==> src/include/epir_pkg.sv <==
// Package: offsets, field layouts and reset values of the register block
package epir_pkg;
    localparam int ADDR_W = 8;
    localparam logic [7:0] OFF_IRQ_EN = 8'h14;
    localparam logic [7:0] OFF_CTRL_FN = 8'h28;
    localparam logic [7:0] OFF_EP_SEL = 8'h2C;
    localparam logic [7:0] OFF_IRQ_STAT = 8'h18;
    // Interrupt enable bit positions (low byte)
    localparam int IE_SUPPLY = 7;
    localparam int IE_DMA = 6;
    localparam int IE_SPEED = 5;
    localparam int IE_RESUME = 4;
    localparam int IE_SUSPEND = 3;
    localparam int IE_PSOF = 2;
    localparam int IE_SOF = 1;
    localparam int IE_BRST = 0;
    localparam int NUM_EVT = 8;
    localparam logic [7:0] IE_RST_VAL = 8'h00;
    localparam logic [7:0] IE_BUSRST_VAL = 8'h01;
    // Endpoint selector layout
    localparam int SEL_SETUP = 5;
    localparam int SEL_EP_HI = 4;
    localparam int SEL_EP_LO = 1;
    localparam int SEL_DIR = 0;
    localparam logic [5:0] SEL_RST_VAL = 6'h20;
    localparam logic [5:0] SEL_WR_MASK = 6'h3F;
    // Control function layout
    localparam int CF_FLUSH = 4;
    localparam int CF_VALID = 3;
    localparam int CF_DATA_STAGE_EN = 2;
    localparam int CF_STATUS = 1;
    localparam int CF_STALL = 0;
    localparam logic [4:0] CF_RST_VAL = 5'h00;
    localparam logic [4:0] CF_RD_MASK = 5'h1B;
endpackage : epir_pkg

==> src/include/epir_if.sv <==
// Interface joining the register block to its controller
`timescale 1ns/1ps
interface epir_if;
    import epir_pkg::*;
    logic [ADDR_W-1:0] regAddr;
    logic regWr;
    logic regRd;
    logic [7:0] regWdata;
    logic [7:0] regRdata;
    logic irqLine;
    modport dev (input regAddr, input regWr, input regRd, input regWdata,
                 output regRdata, output irqLine);
    modport ctl (output regAddr, output regWr, output regRd,
                 output regWdata, input regRdata, input irqLine);
endinterface : epir_if

==> src/hw/epir_device.sv <==
// Device end: interrupt enables, endpoint selector, control function
// What this block does
// RULE1 - Bit 7 gates supply sensing interrupt
// RULE2 - Bit 6 gates DMA reason change interrupt
// RULE3 - Bit 5 gates speed change interrupt
// RULE4 - Bit 4 resume, bit 3 suspend gates
// RULE5 - Bit 2 gates pseudo frame interrupt
// RULE6 - Bit 1 gates frame start interrupt
// RULE7 - Bit 0 gates bus reset interrupt
// RULE8 - Bus reset clears enables except bit 0
// RULE9 - Selector at 2Ch routes indexed register accesses
// RULE10 - Endpoint select in bits 4 to 1
// RULE11 - Controller never aliases selector and DMA endpoint
// RULE12 - Wait 190 ns before data port read
// RULE13 - Wait 100 ns before data port write
// RULE14 - Bit 5 selects endpoint 0 setup buffer
// RULE15 - Controller keeps setup bit low otherwise
// RULE16 - Bit 0 picks OUT or IN FIFO
// RULE17 - Endpoint 0 buffers decode from three fields
// RULE18 - Resets: setup bit 1, bus reset keeps it
// RULE19 - Controller sets selector before control function
// RULE20 - Control function bits flush, validate, stage, status, stall
// RULE21 - Interrupt only for pending enabled events
//
// Local design decision: the Avalon-MM slave port.
`timescale 1ns/1ps
module epir_device
    import epir_pkg::*;
(
    input wire logic clock,
    input wire logic sys_rst,
    epir_if.dev bus,
    input wire logic usbBusReset,
    input wire logic [NUM_EVT-1:0] eventPulse,
    input wire logic [NUM_EVT-1:0] eventClear,
    input wire logic dataStageDone,
    input wire logic statusDone,
    output logic [3:0] selEndpoint,
    output logic selDirIn,
    output logic selSetupBuf,
    output logic selCtrlOut,
    output logic selCtrlIn,
    output logic selDataEp,
    output logic flushPulse,
    output logic validatePulse,
    output logic dataStageEn,
    output logic statusAck,
    output logic stallEp,
    output logic [NUM_EVT-1:0] eventPending
);
    logic [7:0] irqEn_q;
    logic [5:0] sel_q;
    logic [4:0] cf_q;
    logic [NUM_EVT-1:0] pend_q;
    logic [7:0] rdata_q;
    logic wrIe, wrSel, wrCf;

    assign wrIe = bus.regWr && bus.regAddr == OFF_IRQ_EN;
    assign wrSel = bus.regWr && bus.regAddr == OFF_EP_SEL;
    assign wrCf = bus.regWr && bus.regAddr == OFF_CTRL_FN;

    // ------------------------------------------------------------
    // Interrupt enables
    // ------------------------------------------------------------
    always_ff @(posedge clock) begin
        if (sys_rst) begin
            irqEn_q <= IE_RST_VAL;
        end else if (usbBusReset) begin
            irqEn_q <= IE_BUSRST_VAL; // RULE8
        end else if (wrIe) begin
            irqEn_q <= bus.regWdata;
        end
    end

    // Set wins over clear so no event is lost
    always_ff @(posedge clock) begin
        if (sys_rst) begin
            pend_q <= '0;
        end else begin
            pend_q <= (pend_q & ~eventClear) | eventPulse;
        end
    end
    assign eventPending = pend_q;

    // Each bit of the enable byte gates its own event
    // RULE1 RULE2 RULE3 RULE4 RULE5 RULE6 RULE7
    assign bus.irqLine = |(pend_q & irqEn_q); // RULE21

    // ------------------------------------------------------------
    // Endpoint selector
    // ------------------------------------------------------------
    always_ff @(posedge clock) begin
        if (sys_rst) begin
            sel_q <= SEL_RST_VAL; // RULE18
        end else if (usbBusReset) begin
            sel_q <= {sel_q[SEL_SETUP], 5'h00}; // RULE18
        end else if (wrSel) begin
            sel_q <= bus.regWdata[5:0] & SEL_WR_MASK; // RULE9
        end
    end
    assign selEndpoint = sel_q[SEL_EP_HI:SEL_EP_LO]; // RULE10
    assign selDirIn = sel_q[SEL_DIR]; // RULE16
    assign selSetupBuf = sel_q[SEL_SETUP] && selEndpoint == 4'h0
                         && !selDirIn; // RULE14 RULE17
    assign selCtrlOut = !sel_q[SEL_SETUP] && selEndpoint == 4'h0
                        && !selDirIn; // RULE17
    assign selCtrlIn = !sel_q[SEL_SETUP] && selEndpoint == 4'h0
                       && selDirIn; // RULE17
    assign selDataEp = selEndpoint != 4'h0; // RULE17

    // ------------------------------------------------------------
    // Control function of the selected endpoint
    // ------------------------------------------------------------
    // Flush and validate are commands: one-cycle pulses, never stored
    always_ff @(posedge clock) begin
        if (sys_rst || usbBusReset) begin
            cf_q <= CF_RST_VAL; // RULE20
        end else begin
            cf_q[CF_FLUSH] <= wrCf && bus.regWdata[CF_FLUSH];
            cf_q[CF_VALID] <= wrCf && bus.regWdata[CF_VALID];
            if (wrCf && bus.regWdata[CF_DATA_STAGE_EN]) begin
                cf_q[CF_DATA_STAGE_EN] <= 1'b1;
            end else if (dataStageDone) begin
                cf_q[CF_DATA_STAGE_EN] <= 1'b0;
            end
            if (wrCf) begin
                cf_q[CF_STATUS] <= bus.regWdata[CF_STATUS];
                cf_q[CF_STALL] <= bus.regWdata[CF_STALL];
            end else if (statusDone) begin
                cf_q[CF_STATUS] <= 1'b0;
            end
        end
    end
    assign flushPulse = cf_q[CF_FLUSH]; // RULE20
    assign validatePulse = cf_q[CF_VALID];
    assign dataStageEn = cf_q[CF_DATA_STAGE_EN];
    assign statusAck = cf_q[CF_STATUS];
    assign stallEp = cf_q[CF_STALL];

    // ------------------------------------------------------------
    // Read path: data one cycle after the read strobe
    // ------------------------------------------------------------
    always_ff @(posedge clock) begin
        if (sys_rst) begin
            rdata_q <= 8'h00;
        end else if (bus.regRd) begin
            unique case (bus.regAddr)
                OFF_IRQ_EN: rdata_q <= irqEn_q;
                OFF_EP_SEL: rdata_q <= {2'b00, sel_q};
                // Data stage enable is write-only and reads as zero
                OFF_CTRL_FN: rdata_q <= {3'b000, cf_q & CF_RD_MASK};
                OFF_IRQ_STAT: rdata_q <= pend_q;
                default: rdata_q <= 8'h00;
            endcase
        end
    end
    assign bus.regRdata = rdata_q;
endmodule : epir_device

==> src/flat_wrapper.sv <==
// flat-port wrapper written by rule: the top's interface ports become plain ports
module epir_device_flat import epir_pkg::*;
  (clock, sys_rst, usbBusReset, eventPulse, eventClear, dataStageDone, statusDone, selEndpoint, selDirIn, selSetupBuf, selCtrlOut, selCtrlIn, selDataEp, flushPulse, validatePulse, dataStageEn, statusAck, stallEp, eventPending, bus_regAddr, bus_regWr, bus_regRd, bus_regWdata, bus_regRdata, bus_irqLine);
  epir_if bus_i ();
  input wire logic clock;
  input wire logic sys_rst;
  input wire logic usbBusReset;
  input wire logic [NUM_EVT-1:0] eventPulse;
  input wire logic [NUM_EVT-1:0] eventClear;
  input wire logic dataStageDone;
  input wire logic statusDone;
  output logic [3:0] selEndpoint;
  output logic selDirIn;
  output logic selSetupBuf;
  output logic selCtrlOut;
  output logic selCtrlIn;
  output logic selDataEp;
  output logic flushPulse;
  output logic validatePulse;
  output logic dataStageEn;
  output logic statusAck;
  output logic stallEp;
  output logic [NUM_EVT-1:0] eventPending;
  input wire logic [$bits(bus_i.regAddr)-1:0] bus_regAddr;
  input wire logic [$bits(bus_i.regWr)-1:0] bus_regWr;
  input wire logic [$bits(bus_i.regRd)-1:0] bus_regRd;
  input wire logic [$bits(bus_i.regWdata)-1:0] bus_regWdata;
  output wire logic [$bits(bus_i.regRdata)-1:0] bus_regRdata;
  output wire logic [$bits(bus_i.irqLine)-1:0] bus_irqLine;
  assign bus_i.regAddr = bus_regAddr;
  assign bus_i.regWr = bus_regWr;
  assign bus_i.regRd = bus_regRd;
  assign bus_i.regWdata = bus_regWdata;
  assign bus_regRdata = bus_i.regRdata;
  assign bus_irqLine = bus_i.irqLine;
  epir_device u_core (.clock(clock), .sys_rst(sys_rst), .bus(bus_i), .usbBusReset(usbBusReset), .eventPulse(eventPulse), .eventClear(eventClear), .dataStageDone(dataStageDone), .statusDone(statusDone), .selEndpoint(selEndpoint), .selDirIn(selDirIn), .selSetupBuf(selSetupBuf), .selCtrlOut(selCtrlOut), .selCtrlIn(selCtrlIn), .selDataEp(selDataEp), .flushPulse(flushPulse), .validatePulse(validatePulse), .dataStageEn(dataStageEn), .statusAck(statusAck), .stallEp(stallEp), .eventPending(eventPending));
endmodule
==> config.mk <==
export PLATFORM = sky130hd
export DESIGN_NAME = epir_device_flat
export DESIGN_NICKNAME = d
export VERILOG_FILES = /design/src/include/epir_pkg.sv /design/src/include/epir_if.sv /design/src/hw/epir_device.sv /design/src/flat_wrapper.sv
export SDC_FILE = /design/constraint.sdc
export NUM_CORES = 1
export LEC_CHECK = 0
export ABC_AREA = 0
export BUFFER_PORTS_ARGS = -buffer_cell sky130_fd_sc_hd__buf_4
export CORE_ASPECT_RATIO = 1.2
export CORE_MARGIN = 4
export CORE_UTILIZATION = 50
export DETAILED_ROUTE_END_ITERATION = 12
export PLACE_DENSITY = 0.85
export SYNTH_ARGS = -nofsm -noshare
export SYNTH_HDL_FRONTEND = slang
export SYNTH_SLANG_ARGS = --single-unit
==> constraint.sdc <==
create_clock -name clock -period 3.73 [get_ports clock]
set_input_delay 0.1865 -clock clock [delete_from_list [all_inputs] [get_ports clock]]
set_output_delay 0.1865 -clock clock [all_outputs]
set_load 0.03 [all_outputs]
==> impl_metrics.ini, run 1 <==
[outcome]
status = complete, no violations

[timing]
fmax_mhz = 536
min_period_ns = 1.87
report.final.slew_viol_count = 0
setup_viol = 0
finalCritPeriodShare = 0.501
setup_slack_ns = 1.86
hold_violations = 0
tns_ns = 0
fin_skew_ns = 0.00866
rsz0062_at_grt = false
relSlewSlack = 0.578
worst_slew_pin_slew_ns = 0.631

[flow_run]
maxCapViolCount = 0

[synth]
syn_area_um2 = 1600
ys_warn_count = 0
ys_seq_elements = 35
seq_area_frac_synth = 0.438
synthTopCellsByArea = dfxtp_1, a21oi_1, nand2_1, nand3_1, a222oi_1
synth_cells = 182
yosys.area.top_type = dfxtp_1
synth.distinct_cells = 35
syn-num-nets = 221
synth_area_per_cell_um2 = 8.79
synth_top_area_frac = 0.438

[power_and_ir_drop]
vdd_drop_max_v = 0.000291
cellLeakagePower_uw = 0.000913
powerDensity_nw_per_um2 = 317

[cells_and_area]
antenna_cells = 0
final_cells = 283
layout_common_cells = buf_4, dfxtp_1, a21oi_1, nand2_1, inv_1
drive_above_1_share = 0.344
nFillCells = 255
area.growth.synth_to_final_pct = 34.6
num-nets-final = 286
mostFrequentLayoutCell = buf_4

[place]
portBuffers = 69
place.gp.congestion = 0.861
dp_slack_ns = 1.96
hpwlAfterDp_um = 3270
placed_cells = 276

[route]
drt-total-wl_um = 4390
postRouteAntennaNets = 0
wl_per_cell_um = 15.5
dr.pass1.iters = 4
avgViaCountPerCell = 5.83
drt_iter0_drc = 119
drc = 0
vias = 1649

[clocking]
cts-resized-gates = 0
clk_pin_slew_worst_paths_ns = 0.10
cts_setup_buffers = 0
cts_buffer_depth = 2
postCtsHoldBufs = 0
cts_tree = built
htree_levels = 2
clock_sinks = 35
clock_latency_ns = 0.33
cts_buffers = 5
cts_root_buffer = clkbuf_4

[die]
dieArea_um2 = 4170
die_h_um = 70.0
io_pins = 70
die_w_um = 59.6
coreArea_um2 = 3060
rows = 22
initial_utilization = 0.524

[global_route]
grt_max_degree = 20
first_global_vias = 1516
grt_pass1_wl_um = 6910
track_usage = 0.209
antenna_found_initial = 0
overflow = 0

[setup_path]
crit_required_ns = 3.54
critPathCaptureType = output port
crit_fanout = 4
worstSetupPathType = reg -> out
reg2reg_from = u_core.eventPending[0]
cp-startpoint = u_core.sel_q[4]
worst_ep_arrival_time_ns = 1.68
critPathLaunchType = flip-flop

[worst_hold_path]
hp-class = in -> reg
holdCritStartpoint = eventPulse[1]
[stage by stage]
stage                     hold WS [ns]  cell area [µm²]  power, µW   util
after detailed placement         0.397             2100        485  0.687
final                           0.0532             2150        683  0.705
after CTS                       0.0497             2150        687  0.705
after global placement           0.392             2100        483  0.687
after global routing            0.0431             2150        709  0.705
after floorplan                  0.304             1600        431      -
[logic make-up (layout without fill, tap and decap cells)]
| group | Yosys count | in the layout | synth area share |
|---|---|---|---|
| AO/OA/AOI/OAI | 54 | 54 | 0.242 |
| buffers and inverters | 28 | 93 | 0.0829 |
| flip-flops | 35 | 35 | 0.438 |
| multiplexers | 2 | 2 | 0.0125 |
| AND/OR/NAND/NOR | 63 | 63 | 0.224 |
[worst paths after layout]
kind,end,slack (ns),depth (start not counted)
max reg2reg,u_core.bus.regRdata[0],2.53,3
max,selCtrlIn,1.86,3
min,u_core.eventPending[1],0.05,3
min reg2reg,u_core.irqEn_q[5],0.49,2
[layout make-up]
class | instances | area, µm² | area share
repair buffers | 70 | 526 | 0.244
well taps | 36 | 45.0 | 0.0209
clock inverters | 1 | 5.00 | 0.00232
clock buffers | 6 | 51.3 | 0.0238
flip-flops and latches | 35 | 701 | 0.325
multi-input cells | 119 | 767 | 0.356
inverters | 16 | 60.1 | 0.0279
[power by group]
group | internal, µW | switching (µW)
logic | 42.7 | 46.6
registers | 380 | 7.09
clock network | 87.3 | 119
[flip-flops by register name, summed over array words and instances (netlist names)]
signal               count
u_core.cf_q              5
u_core.bus.regRdata      8
u_core.eventPending      8
u_core.sel_q             6
u_core.irqEn_q           8
[critical path, stage by stage, from the launching register on]
cell and delay, ns:
dfxtp_1 0.35, or4_1 0.59, nor3b_1 0.22, buf_4 0.19
[layer usage]
layer,GRT usage,up-vias,share of wire
met4,0.0739,0,0.023
met2,0.334,74,0.50
met3,0.0573,9,0.088
met1,0.264,773,0.39
li1,-,793,-
met5,0,-,0
[synthesized netlist by cell type, drive strengths merged]
master and instances:
o32ai 6, nor3b 2, o21ai 1, o31ai 1
dfxtp 35, a211oi 2, and2 2, or4 1
nand3 13, o311ai 2, and3 5, a21oi 23
a222oi 6, inv 16, o21a 1, nor4b 4
a22o 6, or3b 1, mux2i 2, a22oi 6
nor3 1, nand4 2, nand2 19, nor2 12
buf 7, nor2b 1, clkbuf 5
Power figures use the tool's default switching activity.
==> run 2: changes to the inputs <==
--- a/config.mk
+++ b/config.mk
@@ -9,9 +9,9 @@
 export BUFFER_PORTS_ARGS = -buffer_cell sky130_fd_sc_hd__buf_4
 export CORE_ASPECT_RATIO = 1.2
 export CORE_MARGIN = 4
-export CORE_UTILIZATION = 50
+export CORE_UTILIZATION = 42
 export DETAILED_ROUTE_END_ITERATION = 12
-export PLACE_DENSITY = 0.85
+export PLACE_DENSITY = 0.76
 export SYNTH_ARGS = -nofsm -noshare
 export SYNTH_HDL_FRONTEND = slang
 export SYNTH_SLANG_ARGS = --single-unit
==> constraint.sdc (replaced) <==
create_clock -name clock -period 1.5 [get_ports clock]
set_input_delay 0.075 -clock clock [delete_from_list [all_inputs] [get_ports clock]]
set_output_delay 0.075 -clock clock [all_outputs]
set_load 0.03 [all_outputs]
==> impl_metrics.ini, run 2 (synthesized netlist as in run 1, its figures left out) <==
[power_and_ir_drop]
p_seq_frac = 0.493
powerDensity_nw_per_um2 = 814
switchingPower_uw = 472
cellLeakagePower_uw = 0.00101
p_comb_frac = 0.121
p_clk_frac = 0.386
internal_power_uw = 1480
swShare = 0.241
vdd_drop_max_v = 0.000721

[cells_and_area]
area.growth.synth_to_final_pct = 50.0
mostFrequentLayoutCell = buf_4
layout_common_cells = buf_4, dfxtp_1, a21oi_1, nand2_1, inv_1
fin_util = 0.655
finalInstanceArea_um2 = 2400
drive_above_1_share = 0.392
num-nets-final = 301
antenna_cells = 0

[setup_path]
crit_fanout = 4
slowest_stage = or4_4
crit_required_ns = 1.42
critPathCaptureType = output port
critPathLaunchType = flip-flop
crit_chain = or4_4, nor3b_4, buf_6
crit_buf_inv = 1
worstSetupPathType = reg -> out
worst_ep_arrival_time_ns = 1.55
cp_top_family = simple AND/OR/NAND/NOR gates
max_stage_delay_ns = 0.59

[die]
io_pins = 70
dieArea_um2 = 4870
die_w_um = 64.4
die_h_um = 75.6
initial_utilization = 0.437
rows = 24
coreArea_um2 = 3660

[timing]
setup_viol = 3
fin_skew_ns = 0.00250
hold_violations = 0
fmax_mhz = 617
worst_slew_pin_slew_ns = 0.499
rsz0062_at_grt = true
whs_ns = 0.00332
relSlewSlack = 0.667
finalCritPeriodShare = 1.08
report.final.slew_viol_count = 0
setup_slack_ns = -0.120
min_period_ns = 1.62

[route]
wl_per_cell_um = 14.5
postRouteAntennaNets = 0
drt-total-wl_um = 4560
drc = 0
avgViaCountPerCell = 5.26
drt_iter0_drc = 104
vias = 1656
dr.pass1.iters = 5

[global_route]
grt_pass1_wl_um = 7360
antenna_found_initial = 0
track_usage = 0.195
first_global_vias = 1604
overflow = 0
grt_max_degree = 20

[flow_run]
maxCapViolCount = 0

[outcome]
status = complete, but fails checks
violations = setup timing

[place]
place.gp.congestion = 0.893
hpwlAfterDp_um = 3460
portBuffers = 69
dpl_cell_area_um2 = 2220

[clocking]
cts_root_buffer = clkbuf_8
clock_latency_ns = 0.28
cts_tree = built
clk_pin_slew_worst_paths_ns = 0.07
cts_buffer_depth = 2
htree_levels = 2
clock_sinks = 35
cts_buffers = 5

[worst_hold_path]
hp-class = in -> reg
[run 2: cell types whose count changed in the layout (fill, tap and decap cells not counted), moves of 2 or more]
| cell | before | now |
|---|---|---|
| dlygate4sd3_1 | 0 | 5 |
| nor3b_4 | 0 | 2 |
| clkbuf_4 | 5 | 0 |
| dfxtp_1 | 35 | 32 |
| dfxtp_2 | 0 | 3 |
| nor3b_1 | 2 | 0 |
| clkbuf_8 | 1 | 7 |
| buf_4 | 70 | 77 |
| buf_6 | 0 | 3 |
[run 2: path summary, 6_finish.rpt]
path | startpoint | to | slack (ns) | depth (start not counted)
worst max-delay path | u_core.sel_q[4] | selSetupBuf | -0.12 | 3
worst min-delay path | eventPulse[7] | u_core.eventPending[7] | 0.003 | 3
worst max register to register | u_core.eventPending[0] | u_core.bus.regRdata[0] | 0.31 | 3
worst min register to register | u_core.bus.regRdata[3] | u_core.bus.regRdata[3] | 0.48 | 2
[run 2: worst register-to-register path, cell delays in order, from the launching register on]
cell and delay (ns):
dfxtp_1 0.35, a22o_1 0.21, a222oi_1 0.38, o32ai_1 0.12
[run 2: routing by layer]
metal  global-route usage  share of wire  up-vias  routed length [µm]
met3               0.0560          0.063        6                 289
met2                0.343           0.50       61                2300
met4               0.0587          0.016        0                  72
li1                     -              -      826                   -
met5                    0              0        -                   0
met1                0.234           0.42      763                1890
[run 2: area by class of cell]
| class | instances | area, µm² |
|---|---|---|
| tap | 52 | 65.1 |
| clock buffer | 7 | 96.3 |
| timing repair buffer | 85 | 662 |
| fill | 311 | 1260 |
| multi-input combinational | 119 | 805 |
| inverter | 16 | 60.1 |
| clock inverter | 1 | 7.51 |
| sequential | 35 | 704 |
[run 2: what timing repair did]
item	CTS	global route
gates resized for setup	5	1
setup endpoints to repair	3	4
hold endpoints to repair	5	0
setup buffers	1	0
hold buffers	5	0
pin swaps	3	2
[run 2: through the flow]
stage,setup WS (ns),TNS (ns),std cells,total power (µW)
after global placement,0.124,0,301,1210
after floorplan,0.0678,0,182,1070
after CTS,-0.144,-0.341,315,1960
final,-0.120,-0.297,315,1950
after global routing,-0.178,-0.448,315,2020
after detailed placement,0.114,0,301,1210
[run 2: power by group through the flow]
stage / combinational (µW) / sequential (µW) / clock [µW]
floorplan: 64.7 / 1010 / 0
global route: 256 / 964 / 797
global placement: 223 / 984 / 0
CTS: 237 / 962 / 763
finish: 237 / 962 / 753
detailed placement: 226 / 983 / 0
